**src/jtag_rb_pkg.sv**
```systemverilog
// Constants, step encoding and state record for the shutdown readback JTAG host.
// Assumes a 100 MHz system clock; the test clock is divided down from it.
package jtag_rb_pkg;

  // Timing: the test clock period is built from the system clock period.
  localparam int SYS_PERIOD_NS = 10;
  localparam int TCK_PERIOD_NS = 100;
  localparam int TCK_HALF_CYC_I = TCK_PERIOD_NS / (2 * SYS_PERIOD_NS);
  localparam logic [7:0] TCK_HALF_CYC = TCK_HALF_CYC_I[7:0];
  localparam logic [7:0] TCK_LAST_PH = 8'(2 * TCK_HALF_CYC_I - 1);

  // Instruction codes, six bits, shifted least significant bit first.
  localparam int IR_LEN = 6;
  localparam logic [5:0] SHUTDOWN_INSTR = 6'h0d;
  localparam logic [5:0] CFG_IN_INSTR = 6'h05;
  localparam logic [5:0] CFG_OUT_INSTR = 6'h04;

  // Segment lengths in test clocks.
  localparam logic [31:0] LEN_TLR_ENTRY = 32'h5;
  localparam logic [31:0] LEN_ONE = 32'h1;
  localparam logic [31:0] LEN_TWO = 32'h2;
  localparam logic [31:0] LEN_THREE = 32'h3;
  localparam logic [31:0] LEN_IR = 32'h6;
  localparam logic [31:0] LEN_RTI_WAIT = 32'h18;
  localparam logic [31:0] LEN_PKT_LOW = 32'h10f;
  localparam logic [31:0] LEN_PKT = LEN_PKT_LOW + LEN_ONE;

  // Readback request packet, sent word 0 first, each word MSB first.
  localparam int PKT_WORDS = 17;
  localparam logic [15:0] PKT_ROM [PKT_WORDS] = '{
    16'hffff, 16'hffff, 16'haa99, 16'h5566, 16'h30a1, 16'h0008,
    16'h31a1, 16'h0000, 16'h3022, 16'h0000, 16'h0000, 16'h30a1,
    16'h0004, 16'h4880, 16'h0000, 16'h2000, 16'h2000};

  typedef enum logic [4:0] {
    ST_IDLE, ST_TLR_IN, ST_RTI_IN, ST_SEL_IR1, ST_TO_SIR1, ST_SDN_IR, ST_UPD_IR1,
    ST_RTI_WAIT, ST_SEL_IR2, ST_TO_SIR2, ST_CFGIN_IR, ST_SEL_DR1, ST_TO_SDR1,
    ST_PKT, ST_SEL_IR3, ST_TO_SIR3, ST_CFGOUT_IR, ST_SEL_DR2, ST_TO_SDR2,
    ST_RDBK, ST_SEL_IR4, ST_TO_SIR4, ST_TLR_OUT, ST_DONE
  } step_e;

  typedef struct packed {
    step_e step;
    logic [31:0] idx;
    logic [31:0] rb_len;
    logic [7:0] ph;
    logic tck;
    logic tms;
    logic tdi;
    logic tdo_meta;
    logic tdo_sync;
    logic rb_data;
    logic rb_valid;
    logic busy;
    logic done;
  } host_state_s;

endpackage

```
**src/jtag_rb_host.sv**
```systemverilog
// Host that drives a device's test access port through a shutdown and frame readback.
// Assumes the device samples mode select and data-in on rising test clock and
// changes data-out on the falling edge; data-out is asynchronous to this clock.
//
// Overview of operation
// - The shutdown instruction 01101 is shifted LSB first and the port then idles 24 clocks.
// - The configuration-input instruction 00101 is shifted LSB first with mode select low.
// - The zero MSB of each instruction goes out with mode select high to leave Shift-IR.
// - After each configuration instruction shift, mode select is high two clocks then low two to reach Shift-DR.
// - The request packet is shifted MSB first with mode select low for 271 clocks.
// - The packet words go out in the fixed order from dummy and sync down to two no-ops.
// - The LSB of the last packet word goes out with mode select high, leaving Shift-DR.
// - From Exit-DR, mode select is high three clocks then low two to reach Shift-IR.
// - The configuration-output instruction 00100 is shifted LSB first, then a zero with exit.
// - Readback clocks with mode select low for one fewer than the readback bit count.
// - The last readback bit is taken on one clock with mode select high.
// - The sequence ends with high three, low two, then high three, leaving the port in Select-DR.
`timescale 1ns/10ps
`default_nettype none

module jtag_rb_host
  import jtag_rb_pkg::*;
(
  // Clock, reset and enable
  input wire logic SYS_CLK_I,
  input wire logic RST_I,
  input wire logic CE_I,
  // User control
  input wire logic START_I,
  input wire logic [31:0] RB_BITS_I,
  output logic BUSY_O,
  output logic DONE_O,
  // Readback stream
  output logic RB_DATA_O,
  output logic RB_VALID_O,
  // Test access port pins
  output logic TCK_O,
  output logic TMS_O,
  output logic TDI_O,
  input wire logic TDO_I
);
  import jtag_rb_pkg::*;

  // The whole state is one record: the next value is built below and registered once.
  host_state_s q_r;
  host_state_s q_nxt;

  // Order of the port walk; each step is a run of test clocks, with fixed pin levels outside the shift steps.
  function automatic step_e step_after(input step_e s);
    case (s)
      ST_TLR_IN: step_after = ST_RTI_IN;
      ST_RTI_IN: step_after = ST_SEL_IR1;
      ST_SEL_IR1: step_after = ST_TO_SIR1;
      ST_TO_SIR1: step_after = ST_SDN_IR;
      ST_SDN_IR: step_after = ST_UPD_IR1;
      ST_UPD_IR1: step_after = ST_RTI_WAIT;
      ST_RTI_WAIT: step_after = ST_SEL_IR2;
      ST_SEL_IR2: step_after = ST_TO_SIR2;
      ST_TO_SIR2: step_after = ST_CFGIN_IR;
      ST_CFGIN_IR: step_after = ST_SEL_DR1;
      ST_SEL_DR1: step_after = ST_TO_SDR1;
      ST_TO_SDR1: step_after = ST_PKT;
      ST_PKT: step_after = ST_SEL_IR3;
      ST_SEL_IR3: step_after = ST_TO_SIR3;
      ST_TO_SIR3: step_after = ST_CFGOUT_IR;
      ST_CFGOUT_IR: step_after = ST_SEL_DR2;
      ST_SEL_DR2: step_after = ST_TO_SDR2;
      ST_TO_SDR2: step_after = ST_RDBK;
      ST_RDBK: step_after = ST_SEL_IR4;
      ST_SEL_IR4: step_after = ST_TO_SIR4;
      ST_TO_SIR4: step_after = ST_TLR_OUT;
      ST_TLR_OUT: step_after = ST_DONE;
      default: step_after = ST_DONE;
    endcase
  endfunction

  // Test clocks in each step. The readback step takes its length from the start
  // request, so one walk can read any number of bits.
  function automatic logic [31:0] step_len(input step_e s, input logic [31:0] rb_len);
    case (s)
      ST_TLR_IN: step_len = LEN_TLR_ENTRY;
      ST_RTI_IN, ST_UPD_IR1: step_len = LEN_ONE;
      ST_SDN_IR, ST_CFGIN_IR, ST_CFGOUT_IR: step_len = LEN_IR;
      ST_RTI_WAIT: step_len = LEN_RTI_WAIT;
      ST_PKT: step_len = LEN_PKT;
      ST_SEL_IR3, ST_SEL_IR4, ST_TLR_OUT: step_len = LEN_THREE;
      ST_RDBK: step_len = rb_len;
      default: step_len = LEN_TWO;
    endcase
  endfunction

  // Returns {tms, tdi} for bit idx of step s.
  // The last bit of every shift step carries mode select high to leave the shift state.
  function automatic logic [1:0] bit_out(input step_e s, input logic [31:0] idx,
                                         input logic [31:0] rb_len);
    logic last;
    logic [31:0] word;
    logic [3:0] pos;
    last = (idx == step_len(s, rb_len) - LEN_ONE);
    word = idx >> 4;
    pos = 4'hf - idx[3:0];
    case (s)
      ST_TLR_IN, ST_SEL_IR1, ST_UPD_IR1, ST_SEL_IR2,
      ST_SEL_DR1, ST_SEL_IR3, ST_SEL_DR2,
      ST_SEL_IR4, ST_TLR_OUT, ST_DONE: bit_out = 2'h2;
      ST_SDN_IR: bit_out = {last, SHUTDOWN_INSTR[idx[2:0]]};
      ST_CFGIN_IR: bit_out = {last, CFG_IN_INSTR[idx[2:0]]};
      ST_CFGOUT_IR: bit_out = {last, CFG_OUT_INSTR[idx[2:0]]};
      // Word index and bit position walk the packet most significant bit first.
      ST_PKT: bit_out = {last, PKT_ROM[word[4:0]][pos]};
      // Data-in is held low while reading; the device ignores it there.
      ST_RDBK: bit_out = {last, 1'h0};
      default: bit_out = 2'h0;
    endcase
  endfunction

  always_comb begin
    logic [1:0] pins;
    logic [31:0] rb_len;
    step_e nstep;
    logic [31:0] nidx;
    pins = 2'h0;
    rb_len = 32'h0;
    nstep = q_r.step;
    nidx = q_r.idx;
    q_nxt = q_r;
    // With the enable low nothing moves, the valid pulse included, so a pulse is
    // never lost to a stall.
    if (CE_I) begin
      q_nxt.rb_valid = 1'h0;
      // Data-out passes two flops before anything looks at it.
      q_nxt.tdo_meta = TDO_I;
      q_nxt.tdo_sync = q_r.tdo_meta;
      case (q_r.step)
        ST_IDLE, ST_DONE: begin
          if (START_I) begin
            // A zero bit count would leave no clock to exit Shift-DR, so it counts as one.
            rb_len = (RB_BITS_I == 32'h0) ? LEN_ONE : RB_BITS_I;
            pins = bit_out(ST_TLR_IN, 32'h0, rb_len);
            q_nxt.rb_len = rb_len;
            q_nxt.step = ST_TLR_IN;
            q_nxt.idx = 32'h0;
            q_nxt.ph = 8'h0;
            q_nxt.tck = 1'h0;
            q_nxt.tms = pins[1];
            q_nxt.tdi = pins[0];
            q_nxt.busy = 1'h1;
            q_nxt.done = 1'h0;
          end
        end
        default: begin
          // A start request during a walk is ignored without any sign.
          if (q_r.ph == TCK_LAST_PH) begin
            // End of the high phase: data-out was settled since the falling edge before.
            if (q_r.step == ST_RDBK) begin
              q_nxt.rb_data = q_r.tdo_sync;
              q_nxt.rb_valid = 1'h1;
            end
            if (q_r.idx == step_len(q_r.step, q_r.rb_len) - LEN_ONE) begin
              nstep = step_after(q_r.step);
              nidx = 32'h0;
            end else begin
              nidx = q_r.idx + LEN_ONE;
            end
            // Mode select and data-in change only here, with the falling clock, so the
            // device finds them settled for half a period before it samples.
            pins = bit_out(nstep, nidx, q_r.rb_len);
            q_nxt.step = nstep;
            q_nxt.idx = nidx;
            q_nxt.ph = 8'h0;
            q_nxt.tck = 1'h0;
            q_nxt.tms = pins[1];
            q_nxt.tdi = pins[0];
            // The closing steps leave the port in Select-DR, not in reset; the next
            // start walks it to reset first, so nothing depends on where it rests.
            if (nstep == ST_DONE) begin
              q_nxt.busy = 1'h0;
              q_nxt.done = 1'h1;
            end
          end else begin
            // The clock is low for the first half of the phase count and high for the rest.
            q_nxt.ph = q_r.ph + 8'h1;
            q_nxt.tck = ((q_r.ph + 8'h1) >= TCK_HALF_CYC);
          end
        end
      endcase
    end
  end

  always_ff @(posedge SYS_CLK_I) begin
    if (RST_I) begin
      // Reset parks the pins at their idle levels: clock low, mode select high.
      q_r <= '{
        step: ST_IDLE,
        idx: 32'h0,
        rb_len: LEN_ONE,
        ph: 8'h0,
        tck: 1'h0,
        tms: 1'h1,
        tdi: 1'h0,
        tdo_meta: 1'h0,
        tdo_sync: 1'h0,
        rb_data: 1'h0,
        rb_valid: 1'h0,
        busy: 1'h0,
        done: 1'h0
      };
    end else begin
      q_r <= q_nxt;
    end
  end

  // Every pin and status output is a bare register field, free of glitches.
  assign TCK_O = q_r.tck;
  assign TMS_O = q_r.tms;
  assign TDI_O = q_r.tdi;
  assign RB_DATA_O = q_r.rb_data;
  assign RB_VALID_O = q_r.rb_valid;
  assign BUSY_O = q_r.busy;
  assign DONE_O = q_r.done;

endmodule

`default_nettype wire

```
**config.mk**
```make
export PLATFORM = sky130hd
export DESIGN_NAME = jtag_rb_host
export DESIGN_NICKNAME = d
export VERILOG_FILES = /design/src/jtag_rb_pkg.sv /design/src/jtag_rb_host.sv
export SDC_FILE = /design/constraint.sdc
export NUM_CORES = 1
export LEC_CHECK = 0
export BUFFER_PORTS_ARGS = -buffer_cell sky130_fd_sc_hd__buf_2
export CAP_MARGIN = 20
export CORE_MARGIN = 5
export CORE_UTILIZATION = 40
export DETAILED_ROUTE_END_ITERATION = 12
export SLEW_MARGIN = 20
export SYNTH_ARGS = -nofsm -noshare
export SYNTH_HDL_FRONTEND = slang
export SYNTH_SLANG_ARGS = --single-unit
```
**constraint.sdc**
```tcl
create_clock -name SYS_CLK_I -period 7.4 [get_ports SYS_CLK_I]
set_input_delay 1.48 -clock SYS_CLK_I [delete_from_list [all_inputs] [get_ports SYS_CLK_I]]
set_output_delay 1.48 -clock SYS_CLK_I [all_outputs]
set_load 0.02 [all_outputs]
```
Word level (Yosys, flattened, before mapping). Memory sizes are Yosys's and may differ from the RTL's. A register that Yosys moved wholly into a read port is not among the register bits. Cells that the tools add are included.

Flip-flop bits (word level): 86. Bits in latches: 0. Bits in writable memories: 0. Memory bits (read-only): 696. Output and inout port bits: 7. Logic and storage cells: 119. Memories kept: 5.

$add $sub $neg: 5. Multiply operators: 0. Divide/modulo/power cells: 0. Order comparisons: 4. Equality and inequality tests: 34. Shifts and indexed selects: 0. Multiplexer cells: 39. Bitwise operators: 2. Reductions and logical operators: 17.

Memory list: (no name shown) (words 32, width 16, rd ports 1, clocked after memory_dff 0, write ports 0, RTL line jtag_rb_host.sv:110) `ST_PKT: bit_out = {last, PKT_ROM[word[4:0]][pos]};`; (no name shown) (words 32, width 5, rd ports 1, clocked after memory_dff 1, write ports 0, RTL line jtag_rb_host.sv:50) `case (s)`; (no name shown) (words 8, width 1, rd ports 1, clocked after memory_dff 0, write ports 0, RTL line jtag_rb_host.sv:108) `ST_CFGOUT_IR: bit_out = {last, CFG_OUT_INSTR[idx[2:0]]};`; (no name shown) (words 8, width 1, rd ports 1, clocked after memory_dff 0, write ports 0, RTL line jtag_rb_host.sv:107) `ST_CFGIN_IR: bit_out = {last, CFG_IN_INSTR[idx[2:0]]};`; (no name shown) (words 8, width 1, rd ports 1, clocked after memory_dff 0, write ports 0, RTL line jtag_rb_host.sv:106) `ST_SDN_IR: bit_out = {last, SHUTDOWN_INSTR[idx[2:0]]};`.

Operator list (number): $pmux W32 S7 (2); $mux W32 (11); $mux W80 (1); $mux W37 (2); $eq A32 B32 Y1 (2); $sub A32 B1 Y32 const B (2); $eq A5 B5 Y1 const B (11); $eq A5 B4 Y1 const B (8); $add A32 B1 Y32 const B (1); $logic_not A32 Y1 (1); $mux W16 (2); $eq A5 B3 Y1 const B (6); $mux W5 (6); $eq A5 B2 Y1 const B (3); $pmux W2 S6 (1); $reduce_or A3 Y1 (4); $mux W11 (1); $eq A5 B1 Y1 const B (2); $reduce_or A10 Y1 (1); $mux W9 (1); $add A8 B1 Y8 const B (1); $eq A8 B4 Y1 const B (1); $ge A8 B3 Y1 const B (1); $mux W2 (4); 16 further kinds (26).

Longest topological paths before layout. Gate-level depths: netlist of the first run.

Word-level depth: 23. Gate-level depth with buffers: 31. Gate-level depth less buffers: 26.

Worst setup path before layout of the first run. Ideal clock, no wire load.

Kind: register -> register. From: register q_r[82] (netlist name). To: register q_r (netlist bit TDI_O). Data arrival time: 6.068 ns. Setup slack: 1.273 ns. Stages on the path, launching flop included: 32. Path buffers: 5. Period minus slack after synthesis: 6.127 ns. Cell sequence: dfxtp_1 buf_2 buf_2 nor2b_1 a211o_1 a31o_2 inv_2 ha_1 inv_1 nor3_1 and3_1 clkbuf_1 mux2_2 nor4b_1 and4_1 nand4_1 nor2_1 clkbuf_1 buf_1 nor2_1 inv_1 ha_1 o21ai_0 nor2_1 a21oi_1 nor2_1 o21a_1 o21ai_0 a31o_2 a211o_1 a21oi_1 o211a_1.

Longest elaborated chain between the ends: 21.

RTL lines: start: declaration (RTL line jtag_rb_host.sv:45) `host_state_s q_r;`; start signal: assignment (RTL line jtag_rb_host.sv:193) `q_r <= '{`; start signal: assignment (RTL line jtag_rb_host.sv:209) `q_r <= q_nxt;`; $eq A5 B4 Y1 (tied with other cells) (RTL line jtag_rb_host.sv:80) `case (s)`; $reduce_or A3 Y1 / $reduce_or A2 Y1 (equally long branches) (RTL line jtag_rb_host.sv:80); $pmux W32 S7 (RTL line jtag_rb_host.sv:80); $mux W32 (RTL line jtag_rb_host.sv:153) `if (q_r.ph == TCK_LAST_PH) begin`; $mux W32 (RTL line jtag_rb_host.sv:134) `case (q_r.step)`; $mux W32 (RTL line jtag_rb_host.sv:129) `if (CE_I) begin`; $sub A32 B1 Y32 (RTL line jtag_rb_host.sv:159) `if (q_r.idx == step_len(q_r.step, q_r.rb_len) - LEN_ONE) begin`; $eq A32 B32 Y1 (RTL line jtag_rb_host.sv:159); [4 not listed]; $not A5 Y6 (implied by the code) (RTL line jtag_rb_host.sv:110); $mem_v2 Z32 W16; $mux W16 (implied by the code) (2 in a row) (RTL line jtag_rb_host.sv:110); $bmux W1 S4 (RTL line jtag_rb_host.sv:110); $mux W1 (implied by the code) (RTL line jtag_rb_host.sv:110); $pmux W2 S6 (RTL line jtag_rb_host.sv:102) `case (s)`; $mux W2 (RTL line jtag_rb_host.sv:153); $mux W11 (RTL line jtag_rb_host.sv:134).

Parallel ways exist; a longest one is shown, timed or not. The select of a mux whose other input is x is not followed. A chain may end at the register's enable or synchronous reset.

Final worst setup path of the first run.
From: register q_r[83] (netlist name). To: register q_r (netlist bit TMS_O).

Longest elaborated chain between the ends: 23.

RTL lines: $eq A5 B4 Y1 (tied with other cells) (RTL line jtag_rb_host.sv:80); $reduce_or A3 Y1 / $reduce_or A2 Y1 (equally long branches) (RTL line jtag_rb_host.sv:80); $pmux W32 S7 (RTL line jtag_rb_host.sv:80); $mux W32 (RTL line jtag_rb_host.sv:153); $mux W32 (RTL line jtag_rb_host.sv:134); $mux W32 (RTL line jtag_rb_host.sv:129); $sub A32 B1 Y32 (RTL line jtag_rb_host.sv:159); $eq A32 B32 Y1 (RTL line jtag_rb_host.sv:159); [7 not listed]; $mux W32 (RTL line jtag_rb_host.sv:153); $mux W32 (RTL line jtag_rb_host.sv:134); $mux W32 (RTL line jtag_rb_host.sv:129); $sub A32 B1 Y32 (RTL line jtag_rb_host.sv:99) `last = (idx == step_len(s, rb_len) - LEN_ONE);`; $eq A32 B32 Y1 (RTL line jtag_rb_host.sv:99); $pmux W2 S6 (RTL line jtag_rb_host.sv:102); $mux W2 (RTL line jtag_rb_host.sv:153); $mux W11 (RTL line jtag_rb_host.sv:134).

Parallel ways exist; a longest one is shown, timed or not. The select of a mux whose other input is x is not followed.

==> results of run 1 <==
==> stage by stage <==
| step | worst slack (ns) | total power [mW] | std cells | area, um2 |
|---|---|---|---|---|
| 6_report | 0.440 | 1.51 | 1814 | 10900 |
| 5_1_grt | 0.0570 | 1.56 | 1813 | 10900 |
| 4_1_cts | 0.314 | 1.50 | 1813 | 10900 |
| 3_5_place_dp | 0.310 | 1.01 | 1797 | 10600 |
| 3_3_place_gp | 0.652 | 1.01 | 1797 | 10600 |
| 2_1_floorplan | 1.27 | 0.850 | 1521 | 10200 |
==> kinds of logic (layout without fill, tap and decap cells) <==
family          count (synthesis)  count (layout)
other cells                     0               1
mux                            24              24
flops                          91              91
fa+ha+maj                      16              16
simple gates                  689             689
compound gates                455             455
xor+xnor                       73              73
buf+inv                       173             135
==> repair_timing <==
action,CTS,global route
endpoints found under the setup margin,0,2
hold buffers,0,0
resized for setup,0,2
==> worst paths after layout <==
| path | startpoint | to | slack, ns | cells past startpoint |
|---|---|---|---|---|
| worst max register to register | q_r[83]$_SDFFE_PP0P_ | TMS_O$_SDFFE_PP1P_ | 0.44 | 24 |
| worst min register to register | TCK_O$_SDFFE_PP0P_ | TCK_O$_SDFFE_PP0P_ | 0.47 | 2 |
| worst min-delay path | TCK_O$_SDFFE_PP0P_ | TCK_O$_SDFFE_PP0P_ | 0.47 | 2 |
| worst max-delay path | q_r[83]$_SDFFE_PP0P_ | TMS_O$_SDFFE_PP1P_ | 0.44 | 24 |
==> power groups by stage <==
stage               Clock (mW)  Combinational (mW)  Sequential [mW]
floorplan                    0               0.328            0.521
global placement             0               0.465            0.549
detailed placement           0               0.463            0.549
CTS                      0.495               0.465            0.538
global route             0.505               0.513            0.542
finish                   0.485               0.485            0.541
==> Yosys cell counts, types with 13 or more instances <==
| cell type | n |
|---|---|
| sky130_fd_sc_hd__nand2b_1 | 14 |
| sky130_fd_sc_hd__mux2i_1 | 17 |
| sky130_fd_sc_hd__or4_1 | 14 |
| sky130_fd_sc_hd__o31ai_1 | 13 |
| sky130_fd_sc_hd__nor2_1 | 191 |
| sky130_fd_sc_hd__clkbuf_1 | 104 |
| sky130_fd_sc_hd__xor2_1 | 29 |
| sky130_fd_sc_hd__nor4_1 | 35 |
| sky130_fd_sc_hd__a211oi_1 | 16 |
| sky130_fd_sc_hd__a31oi_1 | 23 |
| sky130_fd_sc_hd__nand2_1 | 139 |
| sky130_fd_sc_hd__buf_2 | 21 |
| sky130_fd_sc_hd__a21oi_1 | 117 |
| sky130_fd_sc_hd__and3_1 | 33 |
| sky130_fd_sc_hd__ha_1 | 16 |
| sky130_fd_sc_hd__nor3_1 | 63 |
| sky130_fd_sc_hd__dfxtp_1 | 91 |
| sky130_fd_sc_hd__o21ai_0 | 79 |
| sky130_fd_sc_hd__nand4_1 | 27 |
| sky130_fd_sc_hd__o21a_1 | 14 |
| sky130_fd_sc_hd__o211ai_1 | 17 |
| sky130_fd_sc_hd__nand3_1 | 66 |
| sky130_fd_sc_hd__a22oi_1 | 47 |
| sky130_fd_sc_hd__xnor2_1 | 44 |
| sky130_fd_sc_hd__inv_1 | 36 |
| sky130_fd_sc_hd__or3_1 | 13 |
==> layer usage <==
layer  vias to the layer above  wire length (um)
li1                       5557                 -
met1                      5801             19100
met2                       782             19400
met3                       153              5110
met4                         2              1900
met5                         -                14
==> worst min-delay path, delay by kind of cell, from the launching register on <==
kind            cells  cell delay [ns]
flops               1             0.32
simple gates        1             0.05
compound gates      1             0.05
==> flip-flops by register name, summed over array words and instances, names as in the netlist, named ones only <==
signal / count
BUSY_O: 1
DONE_O: 1
RB_DATA_O: 1
RB_VALID_O: 1
TCK_O: 1
TDI_O: 1
TMS_O: 1
q_r: 79
==> final cells by class <==
class | count | area share, %
Multi-Input combinational cell | 1257 | 70.9
Sequential cell | 91 | 16.7
Timing Repair Buffer | 82 | 4.68
Tap cell | 330 | 3.78
Clock buffer | 9 | 2.06
Inverter | 37 | 1.27
Clock inverter | 7 | 0.608
Antenna cell | 1 | 0.0229
==> metrics list, run 1 <==
- Final sum of negative setup slack: 0 ns
- Final estimated routing congestion in global placement: ~1.1
- Maximum number of pins on one net before global-route repair: 94
- Top achievable clock speed: 0.144 GHz
- Static power due to leakage: 3.96 nW
- In the routed design, unresolved DRC markers number 0.
* Global route hottest layer: met2
* Slowest cell on crit path: sky130_fd_sc_hd__dfxtp_1
- Proportion of netlist area held by the largest area contributor: 17.9%
- Fraction of power consumed by sequential logic: 35.8%
- Fraction of synthesis flops using an asynchronous set or reset pin: 0%
* Delay-heaviest family, CP: simple AND/OR/NAND/NOR gates
- Filler cell count: 2634
- Utilization of the core after routing: 43.3%
* Die Height: 170 um
- Capturing element type of the critical path: register
- Most common library cell in the layout ignoring fill and taps: sky130_fd_sc_hd__nor2_1
* Critical Path Max Stage Delay: 0.60 ns
- Global-route wire length before repair: 68.2 mm
- Worst Path Arrival: 7.25 ns
- The tree is rooted in a sky130_fd_sc_hd__clkbuf_16.
- In the synthesized netlist the dominant register cell turns out to be sky130_fd_sc_hd__dfxtp_1.
* Total area of multi-input combinational cells: 0.00773 mm2
- Met1 Usage GRT: approximately 42%
- Once the floorplan was initialized, standard cells occupied 40.5% of the core.
* Area of the mapped netlist: around 0.01 mm2
* Share of post-route cells with drive strength above 1: 10.0%
- On the final layout, the worst clock skew is 0.0107 ns.
- Clock network fraction of total power: 32.1%
- Aggregate routed wire length: 45.5 mm
* IO Pins: 44
* Run status: completed
- Class of the most critical hold timing path: register to register
- In this run the tightest slew margin relative to its limit is 24.8%.
- The cell count after synthesis came out at about 1500.
- In this run, CTS created clock tree buffers numbering 9.
- Count of unique library cells instantiated by Yosys: 92
* Antenna violations before repair: 1
- After clock tree synthesis, the clock-pin slew on the worst setup and hold paths is approximately 0.080 ns.
- Measured along the x axis, the die boundary spans about 170 um.
- The number of global-route vias before repair is roughly 11000.
* Slew of the pin with the lowest slew margin: 1.13 ns
- Total congestion overflow after global routing: 0
- Critical path data required time: 7.69 ns
- During placement, the flow inserted port buffers numbering 43.
- Compound-Gate Fraction of Synth Area: 30.4%
- The critical path goes through inv_1 > a211o_1 > a31o_2 > inv_2 > ha_1 > inv_1 > nor3_2 > and3_1 > mux2_2 > nor4b_1 > and4_1 > nand4_1 > nor2_4 > mux2_2 > ha_1 > nand2_1 > mux2i_1 > buf_4 > o211ai_2 > o32a_1 > a2111o_1 > a2111oi_2 > nand4_1 > o31ai_2.
- Final Hold Vio Count: 0
* Fraction of the mapped netlist area in adder cells: 1.96%
* Max-slew violation count: 0
- Via count of the routed design: 12300
* Depth of the CTS H-tree: 3
- Using the TritonRoute via totals, the vias-per-cell ratio works out to a little under 7.
* Critical setup path kind: register to register
- Yosys mapped a number of flops with a built-in enable equal to 0.
- The biggest area contributor in the post-synthesis netlist is sky130_fd_sc_hd__dfxtp_1.
* Total GRT Usage: 30.4%
- In this run the power density over the cells is approximately 140 mW/mm2.
- The worst setup path is launched from a register.
* Worst-case hold slack: 0.472 ns
- After clock tree synthesis, the setup repair step added 0 buffers.
- Share of the synthesized netlist area taken by xor and xnor gates: between 6 and 7%
* Total of warnings raised by yosys: 0
- Shortest clock period the worst path allows after layout: 6.96 ns
* Dominant combinational cell family by area after synthesis: simple AND/OR/NAND/NOR gates
- Peak supply drop: 90.2 uV
* Part of the cycle the worst path needs: 94.1%
- Combinational group share of total power: roughly 32%
- Global routing usage on met2: 45.3%
- Fin nets: roughly 1500
* Setup repair after global routing missed its margin: no
- Number of placement rows: 58
- Leading post-synthesis cells by cell area: sky130_fd_sc_hd__dfxtp_1 18%, sky130_fd_sc_hd__nor2_1 7.0%, sky130_fd_sc_hd__a21oi_1 5.7%, sky130_fd_sc_hd__nand2_1 5.1%, sky130_fd_sc_hd__o21ai_0 3.9%
* Syn Nets: 1574
- Iteration-0 DRC Markers: approximately 1800
- Number of setup violations in the final report: 0
- Simple-gate share of the synthesized area: 34.4%
- Sum of net half-perimeters after detailed placement: 34.5 mm
* Critical path fanouts, max: 14
- Global routing met3 resource utilization: 7.08%
- The sequential cells in the finished layout cover a total of 0.00182 mm2.
- Once detail routing completed, the nets flagged for antenna violations numbered 0.
- TritonRoute pass-1 iters: 6
- Across the run, the number of max-cap violations was 0.
* NetSw: about 600 uW
- The floorplan step defined a die boundary enclosing 0.0288 mm2.
- No sink is reached through more buffers than the 2 on the longest clock path.
- Multiplexer share of the synthesized area: 2.44%
- Skew-Pair Late Insertion Delay: 0.37 ns
- Averaged over all synthesized cells, the footprint is 6.71 um2.
* Number of flip-flops and latches in the synthesized netlist: 91
* Share of total power consumed by net switching: 40.4%
* Post-synthesis to final-layout area growth: 6.94%
- TritonCTS built the clock tree.
* Power Internal: 899 uW
* Leading cell types in the layout, fill and taps excluded: 188 x sky130_fd_sc_hd__nor2_1, 139 x sky130_fd_sc_hd__nand2_1, 117 x sky130_fd_sc_hd__a21oi_1, 91 x sky130_fd_sc_hd__dfxtp_1, 79 x sky130_fd_sc_hd__o21ai_0
* Wire per inst: 25.1 um
- The clock drives 91 sinks.
- Worst path bufs/invs: 4
- Core area: 0.0252 mm2
* Sequential-to-total area share from yosys stat: 17.9%
No activity file was read; power rests on OpenSTA's default activity.
==> run 2, diff against run 1 <==
--- a/config.mk
+++ b/config.mk
@@ -9,7 +9,9 @@
 export CAP_MARGIN = 20
 export CORE_MARGIN = 5
 export CORE_UTILIZATION = 40
+export CTS_BUF_LIST = sky130_fd_sc_hd__clkbuf_16
 export DETAILED_ROUTE_END_ITERATION = 12
+export MAX_ROUTING_LAYER = met4
 export SLEW_MARGIN = 20
 export SYNTH_ARGS = -nofsm -noshare
 export SYNTH_HDL_FRONTEND = slang
==> run 2 against run 1 <==
  * Via count is 1.2% higher
  * Clock skew is 0.0054 ns higher
  * First-iteration DRC count is 9.1% higher
  * Global-route usage is 2.8 points higher
  * Sequential power hardly changed
  * Hold slack better by 0.0066 ns
  * Final cell count is 0.28% higher
  * Combinational power is 2% higher
  * Largest power group unchanged
==> metrics list, run 2 (synthesized netlist as in run 1, its figures left out) <==
- Counting cells, the worst reg-to-reg path comes to 24.
* Total power density per cell area: 139 mW/mm2
- Final estimated routing congestion in global placement: 1.10
- Buffer levels on the longest clock path: 2
- Number of max-capacitance violations reported: 0
- In this run the worst path has a maximum fanout of 13.
- Filler cell count: 2635
- Combinational group share of total power: 32.5%
* Slew of the pin with the lowest slew margin: about 1.1 ns
- Dividing the detail-routed via count by the number of cells gives 6.84.
* Die Height: 170 um
- Footprint of the flip-flops and latches: 0.00182 mm2
- After the first detailed-routing iteration, the DRC count stood at 1926.
- The path with the worst hold slack has its endpoint at TCK_O$_SDFFE_PP0P_.
- For this run, design rule violations remaining after detail routing come to 0.
- TritonCTS built the clock tree.
- Summed over all nets, the half-perimeter wirelength after detailed placement is ~36 mm.
* Share of post-route cells with drive strength above 1: 10.5%
* Post-CTS setup buffer count: 0
- TritonRoute pass-1 iters: 6
- # resized after CTS: 0
* Run status: completed
* Part of the cycle the worst path needs: 94.3%
- Leading cell types in the layout, fill and taps excluded: 189 x sky130_fd_sc_hd__nor2_1, 139 x sky130_fd_sc_hd__nand2_1, 117 x sky130_fd_sc_hd__a21oi_1, 91 x sky130_fd_sc_hd__dfxtp_1, 79 x sky130_fd_sc_hd__o21ai_0
* Instance area at placement: about 0.011 mm2
* Die X-Extent: 170 um
- The detail route stage leaves a number of antenna-violating nets equal to 0.
- Summed over all failing endpoints, the final setup total negative slack is 0 ns.
- Static timing analysis puts the maximum clock frequency at 0.143 GHz.
- Worst Hold Depth: 2
- Class of the most critical hold timing path: register to register
- Worst-case setup slack after placement: ~0.35 ns
- Sequential cells burn a little over a third of the power.
- Register with the highest flop count: q_r
- Worst flop-to-flop path startpoint: q_r[81]$_SDFFE_PP0P_
* Critical path data required time: 7.69 ns
- The analysis attributes to net switching a power of 629 uW.
- CTS saw 91 sinks.
- The startpoint identified for the worst hold timing path is TCK_O$_SDFFE_PP0P_.
- Clock tree synthesis selected as its root buffer the cell sky130_fd_sc_hd__clkbuf_16.
- During placement, the flow inserted port buffers numbering 43.
- At the end of the flow, the number of nets in the layout was 1537.
- The critical path in this run is classified as register to register.
- Starting density of the core: around two fifths
* IO Pins: 44
- Min setup slack post-route: approximately 0.42 ns
- Cell internal power was estimated by the tool at 902 uW.
- Number of placement rows: 58
- After clock tree synthesis, the flow added hold-fix buffers numbering 0.
* Via count of the routed design: about 12000
- Clock buffers created by TritonCTS: 9
- Die Footprint: 0.0288 mm2
- The routed design has 47.7 mm of wire.
- Shortest clock period the worst path allows after layout: 6.98 ns
- Total GRT Usage: 33.2%
- The endpoint identified for the worst register-to-register timing path is TMS_O$_SDFFE_PP1P_.
* Final Instance Area: 0.0110 mm2
* Overall power of the completed layout: 1.53 mW
* Startpoint kind of the worst setup timing path: register
* Number of setup violations in the final report: 0
- Clock network fraction of total power: 32.2%
- Minimum setup slack among reg-to-reg paths: 0.42 ns
- Depth of the CTS H-tree: 3
* Final Hold Vio Count: 0
- After floorplanning, the core was sized to cover 0.0252 mm2.
* Worst Path Arrival: 7.27 ns
- The first global-routing pass estimated 71.6 mm of wire.
* Peak supply drop: 91.6 uV
- In this run the tightest slew margin relative to its limit is between 20% and 30%.
- Total congestion overflow after global routing: 0
- 0 antenna diodes ended up in the layout.
- On the final layout, the worst clock skew is 0.0160 ns.
- Share of total power consumed by net switching: between 40% and 50%
- Capturing element type of the critical path: register
* Post-synthesis to final-layout area growth: 7.57%
* Wire per inst: around 26 um
* Antenna violations before repair: 0
- Skew-Pair Late Insertion Delay: 0.38 ns
* Max-slew violation count: 0
* Max reg flops: 79
* Setup repair after global routing missed its margin: no
- Register clock-pin slew on the reported worst setup and hold paths: 0.09 ns
- Maximum number of pins on one net before global-route repair: 94
- The library cell used most frequently in the layout, excluding fill and tap cells, is sky130_fd_sc_hd__nor2_1.
- The number of global-route vias before repair was 11300.
- Total area of multi-input combinational cells: 0.00774 mm2
- Summed over all cells, the static leakage comes to 4.00 nW.
run 2: worst max-delay path: stages, from the launching register on:
cell,delay (ns)
sky130_fd_sc_hd__dfxtp_1,0.56
sky130_fd_sc_hd__nand2_1,0.19
sky130_fd_sc_hd__or4_1,0.51
sky130_fd_sc_hd__o21a_1,0.20
sky130_fd_sc_hd__inv_1,0.19
sky130_fd_sc_hd__ha_1,0.31
sky130_fd_sc_hd__inv_1,0.12
sky130_fd_sc_hd__nor3_2,0.34
sky130_fd_sc_hd__and3_1,0.35
sky130_fd_sc_hd__mux2_2,0.39
sky130_fd_sc_hd__nor4b_1,0.26
sky130_fd_sc_hd__and4_1,0.23
sky130_fd_sc_hd__nand4_1,0.48
sky130_fd_sc_hd__nor2_4,0.29
sky130_fd_sc_hd__mux2_2,0.19
sky130_fd_sc_hd__ha_1,0.25
sky130_fd_sc_hd__nand2_1,0.11
sky130_fd_sc_hd__mux2i_1,0.17
sky130_fd_sc_hd__buf_4,0.23
sky130_fd_sc_hd__o211ai_2,0.20
sky130_fd_sc_hd__o32a_1,0.38
sky130_fd_sc_hd__a2111o_1,0.29
sky130_fd_sc_hd__a2111oi_2,0.28
sky130_fd_sc_hd__nand4_1,0.15
sky130_fd_sc_hd__o31ai_2,0.22
run 2: worst max path at each step:
stage,from,end,slack (ns)
after floorplan,q_r[82]$_SDFFE_PP0P_,TDI_O$_SDFFE_PP0P_,1.27
after global placement,q_r[81]$_SDFFE_PP0P_,TMS_O$_SDFFE_PP1P_,0.57
after detailed placement,q_r[81]$_SDFFE_PP0P_,TMS_O$_SDFFE_PP1P_,0.35
after CTS,q_r[81]$_SDFFE_PP0P_,TMS_O$_SDFFE_PP1P_,0.32
after global routing,q_r[81]$_SDFFE_PP0P_,TMS_O$_SDFFE_PP1P_,0.03
final,q_r[81]$_SDFFE_PP0P_,TMS_O$_SDFFE_PP1P_,0.42
run 2: power by group through the flow:
stage / logic, mW / registers, mW / clock network, mW
final: 0.497 / 0.540 / 0.494
after global routing: 0.528 / 0.541 / 0.514
after CTS: 0.477 / 0.537 / 0.500
after detailed placement: 0.475 / 0.549 / 0
after global placement: 0.480 / 0.549 / 0
after floorplan: 0.328 / 0.521 / 0
run 2: stage by stage:
stage,std cells,hold WS [ns],utilization [%]
after floorplan,1521,0.443,-
after global placement,1802,0.460,42.3
after detailed placement,1803,0.468,42.4
after CTS,1819,0.480,43.5
after global routing,1819,0.492,43.6
final,1819,0.478,43.6
run 2: area by class of cell:
type / count / share of cell area, %
inverters: 37 / 1.27
multi-input cells: 1257 / 70.6
well taps: 330 / 3.76
repair buffers: 88 / 5.17
clock inverters: 7 / 0.593
flip-flops and latches: 91 / 16.6
clock buffers: 9 / 2.05
run 2: metal layers:
| metal | vias up | share of wire [%] | track usage [%] | routed length [um] |
|---|---|---|---|---|
| li1 | 5575 | - | - | - |
| met1 | 5883 | 42 | 44.3 | 20000 |
| met2 | 807 | 42 | 47.7 | 19800 |
| met3 | 182 | 11 | 7.15 | 5140 |
| met4 | 0 | 5.6 | 15.8 | 2690 |
| met5 | - | 0 | - | 0 |
==> run 3, diff against run 2 <==
--- a/config.mk
+++ b/config.mk
@@ -9,9 +9,10 @@
 export CAP_MARGIN = 20
 export CORE_MARGIN = 5
 export CORE_UTILIZATION = 40
-export CTS_BUF_LIST = sky130_fd_sc_hd__clkbuf_16
+export CTS_BUF_LIST = sky130_fd_sc_hd__clkbuf_8
 export DETAILED_ROUTE_END_ITERATION = 12
 export MAX_ROUTING_LAYER = met4
+export PLACE_DENSITY = 0.63
 export SLEW_MARGIN = 20
 export SYNTH_ARGS = -nofsm -noshare
 export SYNTH_HDL_FRONTEND = slang
==> run 3 against run 2 <==
  * Hold slack got worse by 0.0033 ns
  * Cell area shrank 1.4%
  * Critical path depth unchanged
  * Clock power decreased by 18%
  * Sequential share of layout area up 0.25 points
  * Wire length decreased by 0.90%
  * Die area stayed put
  * Utilization decreased by 0.62 points
  * Worst setup slack got worse by 0.089 ns
  * Maximum frequency is 1.3% lower
  * Critical endpoint unchanged
==> metrics list, run 3 (synthesized netlist as in run 1, its figures left out) <==
* Maximum number of pins on one net before global-route repair: 94
- The clock tree synthesis step divided the H-tree into 3 levels.
- Critical hold path startpoint: TCK_O$_SDFFE_PP0P_
- Share of post-route cells with drive strength above 1: 10.1%
- The initial antenna violation count is 0.
- Class of the most critical hold timing path: register to register
* Number of remaining DRC errors: 0
- Detailed routing inserted a total of 12300 vias.
- Across the VDD grid, the largest voltage drop is between 100 and 150 uV.
- Fin nets: 1528
* TritonRoute pass-1 iters: 6
- Number of max-capacitance violations reported: 0
- Sum of net half-perimeters after detailed placement: between 30 and 40 mm
- The number of cells on the worst reg-to-reg path is 24.
* Number of placement rows: 58
* Startpoint kind of the worst setup timing path: register
- The floorplan step set the die height to 170 um.
- The worst setup path is of the register to register kind.
* CTS root buffer: sky130_fd_sc_hd__clkbuf_8
- The final critical path takes up between 90% and 100% of the cycle.
* Static power due to leakage: 3.91 nW
- between 40 and 50 I/O pins were placed.
- Shortest clock period the worst path allows after layout: 7.07 ns
* Max reg flops: 79
- Summed over all layers, the routed wires come to between 40 and 50 mm.
- # port buffers: 43
- Along the worst hold path, the cell count comes to 2.
* Max-slew violation count: 0
- The first global-routing pass estimated 70.8 mm of wire.
- Counting along the longest clock path gives a buffer depth of 2.
* Total power density per cell area: roughly 130 mW/mm2
* Critical path fanouts, max: 15
- Terminating pin of the worst hold path: TCK_O$_SDFFE_PP0P_
* Post-synthesis to final-layout area growth: 6.03%
- Cts-stage hold buffer count: 0
- Total congestion overflow after global routing: 0
- The repair_antennas step left the layout with diodes totalling 0.
- In this run the critical register-to-register path is launched from q_r[84]$_SDFFE_PP0P_.
* Leading cell types in the layout, fill and taps excluded: 188 x sky130_fd_sc_hd__nor2_1, 138 x sky130_fd_sc_hd__nand2_1, 117 x sky130_fd_sc_hd__a21oi_1, 90 x sky130_fd_sc_hd__dfxtp_1, 79 x sky130_fd_sc_hd__o21ai_0
- Dividing the detail-routed wire length by the instance count gives approximately 26 um.
- Critical path data required time: 7.72 ns
- Iteration-0 DRC Markers: 1699
- Clock buffers created by TritonCTS: 9
- Number of setup violations in the final report: 0
- The worst setup path is captured at a register.
- Total GRT Usage: between 30% and 40%
- Skew-Pair Late Insertion Delay: 0.40 ns
- The worst pin sits at a relative slew slack of 24.4%.
- Die Footprint: 0.0288 mm2
* Utilization of the core after routing: 43.0%
- At the end of routability-driven placement, the weighted congestion stood at 1.02.
- TritonCTS clock tree: built
- Setup repair after global routing could not meet its margin everywhere.
* Run status: completed
- At the pin with the least slew margin, the transition time is approximately 1.1 ns.
- Number of nets with antenna violations after routing: 0
* Vias in the first global route: 11100
* Layout Skew: 0.0146 ns
* Starting density of the core: 40.5%
* Worst-case hold slack: 0.475 ns
- The floorplan step defined a core boundary enclosing 0.0252 mm2.
- Overall power of the completed layout: around 1.4 mW
- The library cell used most frequently in the layout, excluding fill and tap cells, is sky130_fd_sc_hd__nor2_1.
- Register clock-pin slew on the reported worst setup and hold paths: 0.11 ns
- Using the TritonRoute via totals, the vias-per-cell ratio works out to 6.82.
* Clock Sinks: 91
- STA puts the critical path data arrival time at 7.38 ns.
* Filler cell count: 2686
- Derived from the worst setup path, the maximum achievable clock frequency is between 0.1 and 0.15 GHz.
* Minimum setup slack among reg-to-reg paths: ~0.33 ns
- The number of hold violations in the final report is 0.
* Critical register-to-register path endpoint: TMS_O$_SDFFE_PP1P_
- The die is 170 um wide.
* Register with the highest flop count: q_r
## run 3: worst max path at each step
stage | from | to | slack (ns) | cells after the start
6_report | q_r[84]$_SDFFE_PP0P_ | TMS_O$_SDFFE_PP1P_ | 0.33 | 24
5_1_grt | q_r[84]$_SDFFE_PP0P_ | TMS_O$_SDFFE_PP1P_ | -0.04 | 24
4_1_cts | q_r[83]$_SDFFE_PP0P_ | TDI_O$_SDFFE_PP0P_ | 0.15 | 26
3_5_place_dp | q_r[83]$_SDFFE_PP0P_ | TDI_O$_SDFFE_PP0P_ | 0.17 | 26
3_3_place_gp | q_r[83]$_SDFFE_PP0P_ | TMS_O$_SDFFE_PP1P_ | 0.42 | 21
2_1_floorplan | q_r[82]$_SDFFE_PP0P_ | TDI_O$_SDFFE_PP0P_ | 1.27 | 31
## run 3: where the power goes
part           internal [mW]  switching (mW)  leakage (nW)
combinational          0.158           0.339          3.06
sequential             0.503          0.0373         0.738
clock                  0.172           0.231         0.106
total                  0.833           0.607          3.91
## run 3: metrics by stage
stage	cells	cell area (um2)	TNS, ns	worst slack [ns]
floorplan	1521	10200	0	1.27
global placement	1794	10600	0	0.423
detailed placement	1794	10600	0	0.169
CTS	1810	10800	0	0.153
global route	1810	10800	-0.0378	-0.0378
finish	1810	10800	0	0.334
## run 3: final cells by class
class / count / area [um2] / area share (%)
Clock inverter: 6 / 75.1 / 0.694
Multi-Input combinational cell: 1257 / 7740 / 71.5
Inverter: 37 / 139 / 1.28
Clock buffer: 10 / 138 / 1.27
Timing Repair Buffer: 79 / 492 / 4.54
Tap cell: 330 / 413 / 3.82
Sequential cell: 91 / 1820 / 16.8
## run 3: critical path, stage by stage, from the launching register on
cell and delay (ns):
sky130_fd_sc_hd__dfxtp_1 0.49, sky130_fd_sc_hd__nand2b_1 0.24, sky130_fd_sc_hd__or4_1 0.41, sky130_fd_sc_hd__o21a_1 0.22, sky130_fd_sc_hd__inv_1 0.18, sky130_fd_sc_hd__ha_1 0.30
sky130_fd_sc_hd__inv_1 0.13, sky130_fd_sc_hd__nor3_2 0.36, sky130_fd_sc_hd__and3_1 0.36, sky130_fd_sc_hd__mux2_2 0.39, sky130_fd_sc_hd__nor4b_1 0.34, sky130_fd_sc_hd__and4_1 0.25
sky130_fd_sc_hd__nand4_1 0.43, sky130_fd_sc_hd__nor2_4 0.25, sky130_fd_sc_hd__mux2_2 0.20, sky130_fd_sc_hd__ha_1 0.26, sky130_fd_sc_hd__nand2_1 0.10, sky130_fd_sc_hd__mux2i_1 0.19
sky130_fd_sc_hd__buf_4 0.23, sky130_fd_sc_hd__o211ai_2 0.21, sky130_fd_sc_hd__o32a_1 0.42, sky130_fd_sc_hd__a2111o_1 0.30, sky130_fd_sc_hd__a2111oi_2 0.30, sky130_fd_sc_hd__nand4_1 0.18
sky130_fd_sc_hd__o31ai_2 0.24
## run 3: layer usage
| metal | vias up | track usage (%) | wire, um |
|---|---|---|---|
| li1 | 5552 | - | - |
| met1 | 5888 | 45.3 | 19900 |
| met2 | 787 | 47.1 | 20100 |
| met3 | 111 | 7.15 | 5640 |
| met4 | 0 | 10.3 | 1680 |
| met5 | - | - | 0 |
## run 3: timing repair
action,CTS,global route
gates resized for setup,0,7
setup endpoints to repair,0,3
buffers inserted,0,0
